==> src/pll_synth_pkg.sv <==
// shared constants and types for the counter-based clock synthesizer
package pll_synth_pkg;
	localparam int REG_ADDR_W   = 8;
	localparam int REG_DATA_W   = 32;
	localparam int FACTOR_W     = 10;
	localparam int DIV_FIELD_W  = 9;
	localparam int DIV_SUM_W    = 10;
	localparam int PERIOD_W     = 16;
	localparam int DIV_IDX_W    = 3;
	localparam int CTRL_W       = 8;

	localparam logic [FACTOR_W-1:0]    FACTOR_MAX     = 10'h200;
	localparam logic [DIV_FIELD_W-1:0] HALF_COUNT_MAX = 9'h100;
	localparam logic [DIV_SUM_W-1:0]   ODD_DUTY_MAX   = 10'h100;

	localparam logic [REG_ADDR_W-1:0] CTRL_OFS     = 8'h00;
	localparam logic [REG_ADDR_W-1:0] PRESCALE_OFS = 8'h04;
	localparam logic [REG_ADDR_W-1:0] MULT_OFS     = 8'h08;
	localparam logic [REG_ADDR_W-1:0] STATUS_OFS   = 8'h0C;
	localparam logic [REG_ADDR_W-1:0] DIV_BASE_OFS = 8'h10;

	localparam int MODE_LSB          = 0;
	localparam int MODE_W            = 3;
	localparam int OSC_HALVE_BIT     = 3;
	localparam int EXT_SEL_LSB       = 4;
	localparam int EXT_SEL_W         = 2;
	localparam int USER_IO_OUT_BIT   = 6;
	localparam int USER_IO_DRIVE_BIT = 7;
	localparam int RESTART_BIT       = 8;

	localparam int DIV_HIGH_LSB = 0;
	localparam int DIV_LOW_LSB  = 16;

	localparam int LOCKED_BIT    = 0;
	localparam int CFG_ERR_BIT   = 1;
	localparam int POS_PIN_BIT   = 2;
	localparam int NEG_PIN_BIT   = 3;
	localparam int CLK_LEVEL_LSB = 4;
	localparam int PERIOD_LSB    = 16;

	localparam logic [CTRL_W-1:0]      CTRL_RST     = 8'h00;
	localparam logic [FACTOR_W-1:0]    FACTOR_RST   = 10'h001;
	localparam logic [DIV_FIELD_W-1:0] DIV_HIGH_RST = 9'h001;
	localparam logic [DIV_FIELD_W-1:0] DIV_LOW_RST  = 9'h001;

	typedef enum logic [MODE_W-1:0] {
		MODE_NO_COMP,
		MODE_NORMAL,
		MODE_SRC_SYNC,
		MODE_ZERO_DELAY,
		MODE_DET_LATENCY
	} feedback_mode_type;

	typedef enum logic [EXT_SEL_W-1:0] {
		EXT_OFF,
		EXT_SINGLE,
		EXT_DIFF
	} ext_out_type;
endpackage : pll_synth_pkg

==> src/modulo_counter.sv <==
// enabled modulo counter with a one-cycle wrap pulse
`timescale 1ns/100ps
`default_nettype none
module modulo_counter
	import pll_synth_pkg::*;
#(
	parameter int WIDTH = FACTOR_W
) (
	input  wire logic             clock,
	input  wire logic             reset,
	input  wire logic             clear,
	input  wire logic             enable,
	input  wire logic [WIDTH-1:0] limit,
	output logic                  tick,
	output logic      [WIDTH-1:0] count
);
	logic [WIDTH-1:0] count_r;
	logic             tick_r;
	wire              atWrap = (count_r == WIDTH'(limit - 1'b1));

	always_ff @(posedge clock)
	begin
		if (reset || clear)
		begin
			count_r <= '0;
			tick_r  <= 1'b0;
		end
		else
		begin
			tick_r <= enable && atWrap;
			if (enable)
				count_r <= atWrap ? '0 : WIDTH'(count_r + 1'b1);
		end
	end

	assign tick  = tick_r;
	assign count = count_r;
endmodule : modulo_counter
`default_nettype wire

==> src/post_scale_divider.sv <==
// high/low count divider stepping on input ticks
`timescale 1ns/100ps
`default_nettype none
module post_scale_divider
	import pll_synth_pkg::*;
(
	input  wire logic                   clock,
	input  wire logic                   reset,
	input  wire logic                   restart,
	input  wire logic                   enable,
	input  wire logic                   inTick,
	input  wire logic [DIV_FIELD_W-1:0] highCount,
	input  wire logic [DIV_FIELD_W-1:0] lowCount,
	output logic                        clockOut,
	output logic                        periodTick
);
	logic [DIV_FIELD_W-1:0] count_r;
	logic                   highPhase_r;
	logic                   out_r;
	logic                   period_r;
	wire                    bypass   = (lowCount == '0);
	wire [DIV_FIELD_W-1:0]  phaseEnd = highPhase_r ? highCount : lowCount;
	wire                    lastStep = (count_r == DIV_FIELD_W'(phaseEnd - 1'b1));
	wire                    newPeriod = inTick && lastStep && (!highPhase_r || bypass);

	always_ff @(posedge clock)
	begin
		if (reset || restart || !enable)
		begin
			count_r     <= '0;
			highPhase_r <= 1'b1;
			out_r       <= 1'b0;
			period_r    <= 1'b0;
		end
		else
		begin
			period_r <= newPeriod;
			if (inTick)
			begin
				count_r <= lastStep ? '0 : DIV_FIELD_W'(count_r + 1'b1);
				if (lastStep && !bypass)
					highPhase_r <= !highPhase_r;
			end
			out_r <= bypass ? inTick : highPhase_r;
		end
	end

	assign clockOut   = out_r;
	assign periodTick = period_r;
endmodule : post_scale_divider
`default_nettype wire

==> src/pll_counter_clock_synthesis.sv <==
// counter-based clock synthesis core with wishbone registers and output routing
//
// Decided for this implementation: the Wishbone slave port and the placing of the registers.
`timescale 1ns/100ps
`default_nettype none
// Notes on behaviour
// - one external clock output: single-ended or a differential pair
// - only divider zero drives the external output directly
// - other dividers reach pins only through the global clock outputs
// - differential negative pin is the inverse of the positive pin
// - single-ended use leaves the second pin as ordinary user I/O
// - five feedback modes, all keep multiply, divide and duty control
// - no-compensation mode keeps all internal clocks aligned to each other
// - reference is divided by the prescaler then multiplied by the multiplier
// - oscillator is driven toward input frequency times M over N
// - each output has its own post-scale divider of the oscillator
// - one prescaler and one multiplier, each accepting 1 through 512
// - prescaler only divides frequency, no duty control
// - five post-scale dividers feeding global or external outputs
// - divide 1..512 at 50% duty, 1..256 at any other duty
// - divide value is high count plus low count
// - dividers cascade output to next input beyond 512
// - cascade divides by the product of the settings
// - cascading fixed at build time, never changed at run time
// - duty set by separate high and low counts
// - duty step is 100% over the divide value
// - optional oscillator halving ahead of the output dividers
module pll_counter_clock_synthesis
	import pll_synth_pkg::*;
#(
	parameter int                      NUM_DIVIDERS = 5,
	parameter logic [NUM_DIVIDERS-2:0] CASCADE_MASK = '0
) (
	input  wire logic                    clock,
	input  wire logic                    reset,
	input  wire logic                    wb_cyc_i,
	input  wire logic                    wb_stb_i,
	input  wire logic                    wb_we_i,
	input  wire logic [REG_ADDR_W-1:0]   wb_adr_i,
	input  wire logic [3:0]              wb_sel_i,
	input  wire logic [REG_DATA_W-1:0]   wb_dat_i,
	output logic      [REG_DATA_W-1:0]   wb_dat_o,
	output logic                         wb_ack_o,
	input  wire logic                    refClockIn,
	output logic      [NUM_DIVIDERS-1:0] globalClockOut,
	input  wire logic                    extClockPosIn,
	output logic                         extClockPosOut,
	output logic                         extClockPosOeN,
	input  wire logic                    extClockNegIn,
	output logic                         extClockNegOut,
	output logic                         extClockNegOeN
);
	function automatic logic [REG_DATA_W-1:0] mergeBytes(
		input logic [REG_DATA_W-1:0] oldVal,
		input logic [REG_DATA_W-1:0] newVal,
		input logic [3:0]            sel
	);
		logic [REG_DATA_W-1:0] res;
		res = oldVal;
		for (int b = 0; b < 4; b++)
			if (sel[b])
				res[8*b +: 8] = newVal[8*b +: 8];
		return res;
	endfunction : mergeBytes

	// ---- register state
	logic [CTRL_W-1:0]      ctrl_r;
	logic [FACTOR_W-1:0]    prescale_r;
	logic [FACTOR_W-1:0]    mult_r;
	logic [DIV_FIELD_W-1:0] divHigh_r [NUM_DIVIDERS];
	logic [DIV_FIELD_W-1:0] divLow_r  [NUM_DIVIDERS];
	logic                   wbAck_r;
	logic [REG_DATA_W-1:0]  wbDat_r;

	// ---- pin synchronisers
	logic [1:0] refSync_r;
	logic       refPrev_r;
	logic [1:0] posSync_r;
	logic [1:0] negSync_r;

	// ---- loop state
	logic [PERIOD_W-1:0] periodCnt_r;
	logic [PERIOD_W-1:0] periodLat_r;
	logic [PERIOD_W-1:0] periodPrev_r;
	logic [PERIOD_W:0]   acc_r;
	logic                oscTick_r;
	logic                halfToggle_r;
	logic                locked_r;
	logic                alignPending_r;

	// ---- output flops
	logic [NUM_DIVIDERS-1:0] globalClock_r;
	logic                    posOut_r;
	logic                    posOeN_r;
	logic                    negOut_r;
	logic                    negOeN_r;

	// ---- bus decode
	wire request  = wb_cyc_i && wb_stb_i && !wbAck_r;
	wire wrEn     = request && wb_we_i;
	wire selCtrl  = (wb_adr_i == CTRL_OFS);
	wire selPre   = (wb_adr_i == PRESCALE_OFS);
	wire selMult  = (wb_adr_i == MULT_OFS);
	wire selStat  = (wb_adr_i == STATUS_OFS);
	wire [REG_ADDR_W-1:0] divOfs = REG_ADDR_W'(wb_adr_i - DIV_BASE_OFS);
	wire selDiv   = (wb_adr_i >= DIV_BASE_OFS) && (divOfs[1:0] == 2'b00)
		&& (divOfs[REG_ADDR_W-1:2] < (REG_ADDR_W-2)'(NUM_DIVIDERS));
	wire [DIV_IDX_W-1:0] divIdx = selDiv ? divOfs[DIV_IDX_W+1:2] : '0;

	wire [REG_DATA_W-1:0] divWord = {
		{(REG_DATA_W-DIV_LOW_LSB-DIV_FIELD_W){1'b0}}, divLow_r[divIdx],
		{(DIV_LOW_LSB-DIV_FIELD_W){1'b0}}, divHigh_r[divIdx]};
	wire [REG_DATA_W-1:0] ctrlMerged = mergeBytes(
		{{(REG_DATA_W-CTRL_W){1'b0}}, ctrl_r}, wb_dat_i, wb_sel_i);
	wire [REG_DATA_W-1:0] preMerged = mergeBytes(
		{{(REG_DATA_W-FACTOR_W){1'b0}}, prescale_r}, wb_dat_i, wb_sel_i);
	wire [REG_DATA_W-1:0] multMerged = mergeBytes(
		{{(REG_DATA_W-FACTOR_W){1'b0}}, mult_r}, wb_dat_i, wb_sel_i);
	wire [REG_DATA_W-1:0] divMerged = mergeBytes(divWord, wb_dat_i, wb_sel_i);
	wire restartReq = wrEn && selCtrl && wb_sel_i[RESTART_BIT/8] && wb_dat_i[RESTART_BIT];
	wire cfgWrite   = wrEn && (selPre || selMult || selDiv || restartReq);

	// ---- configuration checks and decoded controls
	wire preBad  = (prescale_r == '0) || (prescale_r > FACTOR_MAX);
	wire multBad = (mult_r == '0) || (mult_r > FACTOR_MAX);
	wire [FACTOR_W-1:0] prescaleEff = preBad ? FACTOR_RST : prescale_r;
	wire [FACTOR_W-1:0] multEff     = multBad ? FACTOR_RST : mult_r;
	wire [MODE_W-1:0]   modeRaw     = ctrl_r[MODE_LSB +: MODE_W];
	wire                modeBad     = (modeRaw > MODE_DET_LATENCY);
	feedback_mode_type  modeSel;
	ext_out_type        extSel;
	assign modeSel = feedback_mode_type'(modeRaw);
	assign extSel  = ext_out_type'(ctrl_r[EXT_SEL_LSB +: EXT_SEL_W]);
	wire oscHalve  = ctrl_r[OSC_HALVE_BIT];
	wire userIoOut = ctrl_r[USER_IO_OUT_BIT];
	wire userIoDrv = ctrl_r[USER_IO_DRIVE_BIT];

	logic [NUM_DIVIDERS-1:0] divBad;
	always_comb
	begin
		for (int i = 0; i < NUM_DIVIDERS; i++)
			divBad[i] = (divHigh_r[i] == '0) || (divHigh_r[i] > HALF_COUNT_MAX)
				|| (divLow_r[i] > HALF_COUNT_MAX)
				|| ((divHigh_r[i] != divLow_r[i])
				&& ((DIV_SUM_W'(divHigh_r[i]) + DIV_SUM_W'(divLow_r[i]))
				> ODD_DUTY_MAX));
	end
	wire cfgErr = preBad || multBad || modeBad || (|divBad);

	// ---- reference prescaler: division only, no duty control
	wire refEdge = refSync_r[1] && !refPrev_r;
	wire refTick;
	modulo_counter #(
		.WIDTH (FACTOR_W)
	) refPrescaler (
		.clock  (clock),
		.reset  (reset),
		.clear  (cfgWrite),
		.enable (refEdge),
		.limit  (prescaleEff),
		.tick   (refTick),
		.count  ()
	);

	// ---- feedback multiplier counts oscillator ticks between reference ticks
	wire [FACTOR_W-1:0] fbCount;
	modulo_counter #(
		.WIDTH (FACTOR_W)
	) fbMultiplier (
		.clock  (clock),
		.reset  (reset),
		.clear  (refTick),
		.enable (oscFire),
		.limit  (multEff),
		.tick   (),
		.count  (fbCount)
	);

	// ---- numeric oscillator: M ticks per period, the last one just before the reference tick
	wire [PERIOD_W:0] accSum    = acc_r + (PERIOD_W+1)'(multEff);
	wire [PERIOD_W:0] periodExt = {1'b0, periodLat_r};
	wire              oscFire   = (periodLat_r != '0) && (accSum >= periodExt);
	wire [PERIOD_W:0] accLeft   = accSum - periodExt;
	wire [PERIOD_W:0] acc_nxt   = refTick ? (PERIOD_W+1)'(multEff)
		: !oscFire ? accSum
		: (accLeft >= periodExt) ? '0 : accLeft;
	wire periodFull = (periodCnt_r == {PERIOD_W{1'b1}});
	wire oscTickDiv = oscTick_r && (!oscHalve || halfToggle_r);

	// ---- alignment restart; no-compensation restarts at once, others wait for the reference
	wire alignNow = alignPending_r && (modeSel == MODE_NO_COMP || refTick);
	wire alignPending_nxt = (alignPending_r && !alignNow) || cfgWrite;

	// ---- post-scale dividers
	wire [NUM_DIVIDERS-1:0] divClock;
	wire [NUM_DIVIDERS-1:0] divPeriod;
	wire [NUM_DIVIDERS-1:0] divInTick;
	genvar g;
	generate
		for (g = 0; g < NUM_DIVIDERS; g++)
		begin : gen_div
			if (g > 0)
			begin : gen_src
				assign divInTick[g] = CASCADE_MASK[g-1] ? divPeriod[g-1]
					: oscTickDiv;
			end
			else
			begin : gen_first
				assign divInTick[g] = oscTickDiv;
			end
			post_scale_divider divider (
				.clock      (clock),
				.reset      (reset),
				.restart    (alignNow),
				.enable     (!divBad[g]),
				.inTick     (divInTick[g]),
				.highCount  (divHigh_r[g]),
				.lowCount   (divLow_r[g]),
				.clockOut   (divClock[g]),
				.periodTick (divPeriod[g])
			);
		end
	endgenerate

	// ---- external pin routing from divider zero only
	wire extActive = (extSel == EXT_SINGLE) || (extSel == EXT_DIFF);
	wire posOut_nxt = extActive ? divClock[0] : 1'b0;
	wire posOeN_nxt = !extActive;
	wire negOut_nxt = (extSel == EXT_DIFF) ? !divClock[0] : userIoOut;
	wire negOeN_nxt = !((extSel == EXT_DIFF) || userIoDrv);

	// ---- read mux
	wire [REG_DATA_W-1:0] statusWord = {
		periodLat_r,
		{(PERIOD_LSB-CLK_LEVEL_LSB-NUM_DIVIDERS){1'b0}}, globalClock_r,
		negSync_r[1], posSync_r[1], cfgErr, locked_r};
	wire [REG_DATA_W-1:0] readData =
		selCtrl ? {{(REG_DATA_W-CTRL_W){1'b0}}, ctrl_r}
		: selPre ? {{(REG_DATA_W-FACTOR_W){1'b0}}, prescale_r}
		: selMult ? {{(REG_DATA_W-FACTOR_W){1'b0}}, mult_r}
		: selStat ? statusWord
		: selDiv ? divWord
		: '0;

	// ---- wishbone slave and register writes
	always_ff @(posedge clock)
	begin
		if (reset)
		begin
			wbAck_r <= 1'b0;
			wbDat_r <= '0;
		end
		else
		begin
			wbAck_r <= request;
			wbDat_r <= request ? readData : '0;
		end
	end

	always_ff @(posedge clock)
	begin
		if (reset)
		begin
			ctrl_r     <= CTRL_RST;
			prescale_r <= FACTOR_RST;
			mult_r     <= FACTOR_RST;
		end
		else if (wrEn)
		begin
			if (selCtrl)
				ctrl_r <= ctrlMerged[CTRL_W-1:0];
			if (selPre)
				prescale_r <= preMerged[FACTOR_W-1:0];
			if (selMult)
				mult_r <= multMerged[FACTOR_W-1:0];
		end
	end

	always_ff @(posedge clock)
	begin
		if (reset)
		begin
			for (int i = 0; i < NUM_DIVIDERS; i++)
			begin
				divHigh_r[i] <= DIV_HIGH_RST;
				divLow_r[i]  <= DIV_LOW_RST;
			end
		end
		else if (wrEn && selDiv)
		begin
			divHigh_r[divIdx] <= divMerged[DIV_HIGH_LSB +: DIV_FIELD_W];
			divLow_r[divIdx]  <= divMerged[DIV_LOW_LSB +: DIV_FIELD_W];
		end
	end

	// ---- synchronisers for pins
	always_ff @(posedge clock)
	begin
		if (reset)
		begin
			refSync_r <= '0;
			refPrev_r <= 1'b0;
			posSync_r <= '0;
			negSync_r <= '0;
		end
		else
		begin
			refSync_r <= {refSync_r[0], refClockIn};
			refPrev_r <= refSync_r[1];
			posSync_r <= {posSync_r[0], extClockPosIn};
			negSync_r <= {negSync_r[0], extClockNegIn};
		end
	end

	// ---- period measurement and lock
	always_ff @(posedge clock)
	begin
		if (reset)
		begin
			periodCnt_r  <= '0;
			periodLat_r  <= '0;
			periodPrev_r <= '0;
			locked_r     <= 1'b0;
		end
		else if (refTick)
		begin
			periodCnt_r  <= '0;
			periodLat_r  <= PERIOD_W'(periodCnt_r + 1'b1);
			periodPrev_r <= periodLat_r;
			locked_r     <= (fbCount == '0) && (periodLat_r == periodPrev_r)
				&& (periodLat_r != '0);
		end
		else
		begin
			if (!periodFull)
				periodCnt_r <= PERIOD_W'(periodCnt_r + 1'b1);
			if (cfgWrite || periodFull)
				locked_r <= 1'b0;
		end
	end

	// ---- oscillator accumulator and halving stage
	always_ff @(posedge clock)
	begin
		if (reset)
		begin
			acc_r          <= '0;
			oscTick_r      <= 1'b0;
			halfToggle_r   <= 1'b0;
			alignPending_r <= 1'b1;
		end
		else
		begin
			acc_r          <= acc_nxt;
			oscTick_r      <= oscFire && !refTick;
			alignPending_r <= alignPending_nxt;
			if (alignNow)
				halfToggle_r <= 1'b0;
			else if (oscTick_r)
				halfToggle_r <= !halfToggle_r;
		end
	end

	// ---- output flops
	always_ff @(posedge clock)
	begin
		if (reset)
		begin
			globalClock_r <= '0;
			posOut_r      <= 1'b0;
			posOeN_r      <= 1'b1;
			negOut_r      <= 1'b0;
			negOeN_r      <= 1'b1;
		end
		else
		begin
			globalClock_r <= divClock;
			posOut_r      <= posOut_nxt;
			posOeN_r      <= posOeN_nxt;
			negOut_r      <= negOut_nxt;
			negOeN_r      <= negOeN_nxt;
		end
	end

	assign wb_ack_o       = wbAck_r;
	assign wb_dat_o       = wbDat_r;
	assign globalClockOut = globalClock_r;
	assign extClockPosOut = posOut_r;
	assign extClockPosOeN = posOeN_r;
	assign extClockNegOut = negOut_r;
	assign extClockNegOeN = negOeN_r;
endmodule : pll_counter_clock_synthesis
`default_nettype wire

==> config.mk <==
export PLATFORM = sky130hd
export DESIGN_NAME = pll_counter_clock_synthesis
export DESIGN_NICKNAME = d
export VERILOG_FILES = /design/src/pll_synth_pkg.sv /design/src/modulo_counter.sv /design/src/post_scale_divider.sv /design/src/pll_counter_clock_synthesis.sv
export SDC_FILE = /design/constraint.sdc
export NUM_CORES = 1
export LEC_CHECK = 0
export CELL_PAD_IN_SITES_DETAIL_PLACEMENT = 1
export CELL_PAD_IN_SITES_GLOBAL_PLACEMENT = 1
export CORE_MARGIN = 1
export CORE_UTILIZATION = 51
export DETAILED_ROUTE_END_ITERATION = 16
export DONT_BUFFER_PORTS = 1
export GPL_TIMING_DRIVEN = 0
export PLACE_DENSITY = 0.82
export SYNTH_ARGS = -nofsm -noshare
export SYNTH_HDL_FRONTEND = slang
export SYNTH_HIERARCHICAL = 1
export SYNTH_SLANG_ARGS = --single-unit
export TNS_END_PERCENT = 100
==> constraint.sdc <==
create_clock -name clock -period 8.5 [get_ports clock]
set_input_delay 0.425 -clock clock [delete_from_list [all_inputs] [get_ports clock]]
set_output_delay 0.425 -clock clock [all_outputs]
set_load 0.01 [all_outputs]
# After elaboration in Yosys (flattened, before gate mapping)
# Memories as Yosys holds them, arrays and structs flattened.
# Index checks and enable logic that the tools add are counted.
# W data, S select, Z words.
# word_totals
reg_bits	222
ram_bits	90
input_bits	52
out_inout_bits	42
word_cells	283
mem_count	2
# classes
addsub	23
order_cmp	22
n_eq_ne	19
mux	46
bitwise_logic	2
n_reduce_logical	123
# memory_table
name	depth	width	read_ports	rd_clocked_by_memory_dff	wr	line_no	rtl
divHigh_r	5	9	6	0	5	pll_counter_clock_synthesis.sv:70	logic [DIV_FIELD_W-1:0] divHigh_r [NUM_DIVIDERS];
divLow_r	5	9	6	0	5	pll_counter_clock_synthesis.sv:71	logic [DIV_FIELD_W-1:0] divLow_r [NUM_DIVIDERS];
# ops
cell	count
$mux W9	12
$gt A9 B9 Y1 const B	10
$logic_not A9 Y1	10
$mux W10	7
$add A9 B9 Y10	5
$gt A10 B9 Y1 const B	5
$add A9 B1 Y9 const B	5
$eq A9 B9 Y1	5
$ne A9 B9 Y1	5
$sub A9 B1 Y9 const B	5
$logic_or A1 B1 Y1	37
$ge A17 B16 Y1	2
$mux W17	2
$mux W32	1
$logic_not A10 Y1	3
$logic_and A1 B1 Y1	29
$mux W25	1
$mux W8	3
$add A10 B1 Y10 const B	2
$eq A10 B10 Y1	2
$gt A10 B10 Y1 const B	2
$sub A10 B1 Y10 const B	2
$logic_not A1 Y1	19
$reduce_or A9 Y1	2
other kinds (27)	59

# Depth between registers and ports, before layout
# depth
depth_word	11
depth_mapped	30
depth_no_buf	28

# Modules after synthesis
# Netlist, hierarchy kept.
# by_module_without_submodules
module	instances	cells_per_inst	area_per_inst_um2	seq_area_each_um2
pll_counter_clock_synthesis	1	1756	16209.3	7126.8
post_scale_divider	5	114	1027.2	240.2
modulo_counter	2	104	862.1	220.2

# Least setup slack after synthesis
# No wires, ideal clock.
# synth_timing
path_kind	reg-to-reg
start	register mult_r[1]
end	register acc_r[3]
setup_time_ns	0.059
arrival_time_ns	5.916
required_ns	8.441
slack_ns	2.525
path_stages_with_launch	30
path_buffers	2
synth_period_minus_slack_ns	5.975
cell_sequence	dfxtp_1 -> nor4_1 -> nand3_1 -> xnor2_1 -> nand2_1 -> ha_1 -> a21o_1 -> a21o_1 -> a21oi_1 -> inv_1 -> a2111o_1 -> o21ai_0 -> xnor2_1 -> ha_1 -> or3_1 -> o21ba_2 -> or2_2 -> a31oi_1 -> xnor2_1 -> ha_1 -> a21o_1 -> a211o_1 -> a211oi_1 -> nor3_1 -> a211o_1 -> a21oi_1 -> and3_1 -> clkbuf_1 -> buf_4 -> a221o_1
# synth_via
elab_chain_len	9
elab_cells_between_ends	12
classes_between	2 x add/sub; 3 x order compare; 4 x mux; 3 x reduce/logical
# synth_rtl
element	line_no	rtl
from (decl)	pll_counter_clock_synthesis.sv:69	logic [FACTOR_W-1:0] mult_r;
from (signal assigned)	pll_counter_clock_synthesis.sv:275	mult_r <= multMerged[FACTOR_W-1:0];
$gt A10 B10 Y1 or $logic_not A10 Y1 (tied branches)	pll_counter_clock_synthesis.sv:125	wire multBad = (mult_r == '0) || (mult_r > FACTOR_MAX);
$logic_or A1 B1 Y1 (*)	pll_counter_clock_synthesis.sv:125	
$mux W10 (*)	pll_counter_clock_synthesis.sv:127	wire [FACTOR_W-1:0] multEff = multBad ? FACTOR_RST : mult_r;
named net multEff[0]	pll_counter_clock_synthesis.sv:127	
$add A17 B10 Y17 (*)	pll_counter_clock_synthesis.sv:180	wire [PERIOD_W:0] accSum = acc_r + (PERIOD_W+1)'(multEff);
$sub A17 B16 Y17	pll_counter_clock_synthesis.sv:183	wire [PERIOD_W:0] accLeft = accSum - periodExt;
$ge A17 B16 Y1	pll_counter_clock_synthesis.sv:186	: (accLeft >= periodExt) ? '0 : accLeft;
$mux W17	pll_counter_clock_synthesis.sv:186	
$mux W17 (*)	pll_counter_clock_synthesis.sv:185	: !oscFire ? accSum
$mux W10 (*)	pll_counter_clock_synthesis.sv:184	wire [PERIOD_W:0] acc_nxt = refTick ? (PERIOD_W+1)'(multEff)
to (signal assigned)	pll_counter_clock_synthesis.sv:354	acc_r <= acc_nxt;
to (decl)	pll_counter_clock_synthesis.sv:85	logic [PERIOD_W:0] acc_r;
# Mark *: on every way through the listed nets, which the timed path passes. The rest lies on a longest branch.
# A chain may end at the register's enable or synchronous reset.

# Final worst setup path
# layout_timing
start	register mult_r[1]
end	register acc_r[5]
# Same word-level chain as after synthesis.

==> impl_summary.md <==
GRT
Global routing consumed, over all layers together, 34.72% of the routing resources. The maximum number of pins on one net before global-route repair is 22. The via count of the first global-routing pass is 21389.

The global-route wire length before repair is 124.4 mm. The total overflow left after global routing is 0. The initial antenna violation count is 4.

Timing
At the pin with the least slew margin, the transition time is 1.319 ns. The worst hold slack across all endpoints is 0.02025 ns. Setup violations remaining at the end of the flow were counted as 0. Static timing analysis puts the maximum clock frequency at 137.0 MHz. The total count of hold-check failures in the final report is 0. For the finished layout, the period the worst path requires is 7.301 ns. The max-slew violation count is 0. The maximum clock skew at final layout is 0.02353 ns. Setup repair after global routing left no endpoint under its margin. The post-layout worst setup margin is 1.199 ns.

The ratio of final minimum period to clock period is 85.90%. Setup total negative slack on the finished layout was measured at 0 ns. In this run the tightest slew margin relative to its limit is 11.17%.

Critical path
The terminus of the critical flop-to-flop path is acc_r[5]. The number of cells on the worst reg-to-reg path is 29. The most critical setup path has its endpoint at acc_r[5].

STA puts the critical path data required time at 9.02 ns. The worst reg2reg path startpoint is mult_r[1]. The first element of the critical path is mult_r[1]. The standard cell with the maximum stage delay on the critical path is sky130_fd_sc_hd__fa_1. The largest driver fanout on the critical path is 10.

The startpoint type of the worst setup path is a flip-flop. For the worst setup path, the data arrival time is 7.82 ns. The start-to-end type of the worst setup path is reg2reg.

In this run the register-to-register setup slack is 1.20 ns. The endpoint kind of the worst setup timing path is a flip-flop. The worst stage delay on the critical path is 0.42 ns.

CTS
The clock edge transition at the registers on the reported setup and hold paths is 0.06 ns. The clock tree from TritonCTS is built. The insertion delay to the later sink of the worst-skew pair is 0.58 ns.

The number of buffers added to fix hold violations after cts is 9. Buffers inserted during clock tree synthesis total 41. The tree is rooted in a sky130_fd_sc_hd__clkbuf_16. In this run, post-CTS repair resized a total of 0 instances. Post-CTS timing repair inserted 0 buffers for setup. The number of H-tree levels is 2. Counting along the longest clock path gives a buffer depth of 3. The clock sink count is 360.

Floorplan
The number of placement rows is 77. The number of top-level pins is 94. The initial cell density of the core is 51.81%.

The floorplan step defined a die boundary enclosing 45780 sq um. In this run the standard cell core region covers 44220 sq um. The vertical die dimension is 214.0 um. The horizontal die dimension is 214.0 um.

Power and ir drop
The sum of internal, switching and leakage power is 0.005658 W. The cell leakage power is 9.682 nW. The total power density per cell area is 224.7 nW/um^2. The maximum ir drop on the vdd rail is 400.6 uV.

Placed design
The pre-CTS setup slack is 1.365 ns. The count of port buffers added during placement is 0. After detailed placement, the total cell area comes to 23760 sq um. After legalization and detailed placement, the total HPWL measured 60.39 mm. The weighted congestion reported at the end of routability-driven placement is 0.9989.

Detailed routing
The detailed-routing iteration count for the pre-antenna-repair pass is 5. The wire length after detailed routing is 80.76 mm. The detail route stage leaves a number of antenna-violating nets equal to 0. The total DRC errors in the routed layout is 0. The first routing iteration left 1794 violations. Dividing the detail-routed via count by the number of cells gives 6.396. Detailed routing inserted a total of 20525 vias. Dividing the detail-routed wire length by the instance count gives 25.17 um.

Yosys
The synthesized area divided by synthesized cell count is 9.085 sq um. After technology mapping, the gate count stands at 2522. The Yosys warning count is 6. The cell area after technology mapping is 22910 sq um.

Run
The reported max-cap violation count is 0.

Final layout
The area overhead of the layout relative to synthesis is 9.917%. The final-stage net count is 2748. The layout cell share with drive strength beyond 1 is 8.337%. The final design instance area without fill is 25180 sq um.

Hold path
The tightest min-delay check is of the in2reg type.

Run status
The flow ran to the end, and the final reports show no timing, DRC or antenna violations.
==> per-stage QoR <==
step / utilization [%] / std cells
after floorplan: - / 2527
after global placement: 53.53 / 3119
after detailed placement: 53.74 / 3123
after CTS: 56.94 / 3207
after global routing: 56.94 / 3207
final: 56.95 / 3209
==> cells in the final DEF (no fill, tap or decap), drive strengths merged, types with 16 or more instances in the layout <==
master,count
nor2,262
dfxtp,216
nand2,205
edfxtp,144
a21oi,122
xnor2,121
nor3,116
clkbuf,109
ha,106
inv,105
xor2,102
o21ai,100
mux2i,95
nand3,92
nor4,76
nor2b,52
nand4,47
buf,44
a211oi,42
and3,38
nand2b,34
and2,31
o22ai,23
or3,21
mux2,21
o21a,19
a21o,19
or4,16
==> final cells by class <==
class	count	area, sq um
antenna	2	5.005
buffer	100	479.2
clock buffer	49	1119
clock inverter	26	207.7
fill	5124	19040
inverter	101	379.1
multi-input combinational	1966	13440
sequential	360	8648
tap	592	740.7
timing repair buffer	13	162.7
==> how the worst min path moves through the flow <==
stage,from,cells past startpoint,slack (ns),endpoint
after floorplan,gen_div[0].divider/clockOut,1,0.41,extClockNegOut
after global placement,posSync_r[0],1,0.43,posSync_r[1]
after detailed placement,negSync_r[0],1,0.43,negSync_r[1]
after CTS,wb_dat_i[5],2,0.002,prescale_r[5]
after global routing,refClockIn,1,0.02,refSync_r[0]
final,wb_dat_i[4],2,0.02,ctrl_r[4]
==> flip-flops by register name (all words and copies together) (netlist names), 2 cells and up <==
| signal | cells |
|---|---|
| acc_r | 17 |
| ctrl_r | 8 |
| divHigh_r | 72 |
| divLow_r | 72 |
| fbMultiplier/count | 10 |
| gen_div.divider/clockOut | 5 |
| gen_div.divider/count_r | 45 |
| gen_div.divider/highPhase_r | 5 |
| globalClockOut | 5 |
| mult_r | 10 |
| negSync_r | 2 |
| periodCnt_r | 16 |
| periodLat_r | 16 |
| periodPrev_r | 16 |
| posSync_r | 2 |
| prescale_r | 10 |
| refPrescaler/count | 10 |
| refSync_r | 2 |
| wb_dat_o | 26 |
==> per-layer routing <==
layer | vias up | wire length [um] | track usage (%)
met1 | 10276 | 32650 | 42.54
met5 | - | 0 | 0
met3 | 201 | 5249 | 5.473
met2 | 749 | 39270 | 59.70
li1 | 9299 | - | -
met4 | 0 | 3598 | 16.09
==> power breakdown <==
group / switching [W] / internal [W] / total (W)
Combinational: 0.00116 / 0.000807 / 0.00197
Sequential: 0.0000672 / 0.00185 / 0.00192
Clock: 0.000766 / 0.00101 / 0.00177
Total: 0.00199 / 0.00366 / 0.00566
==> critical path: cells and delay by family (launching register included) <==
family	cells	cell delay (ns)
compound gates	12	2.53
simple gates	8	1.72
fa+ha+maj	4	1.39
xor+xnor	3	0.75
buf+inv	2	0.48
flops	1	0.37
(Power assumes the default switching activity.)
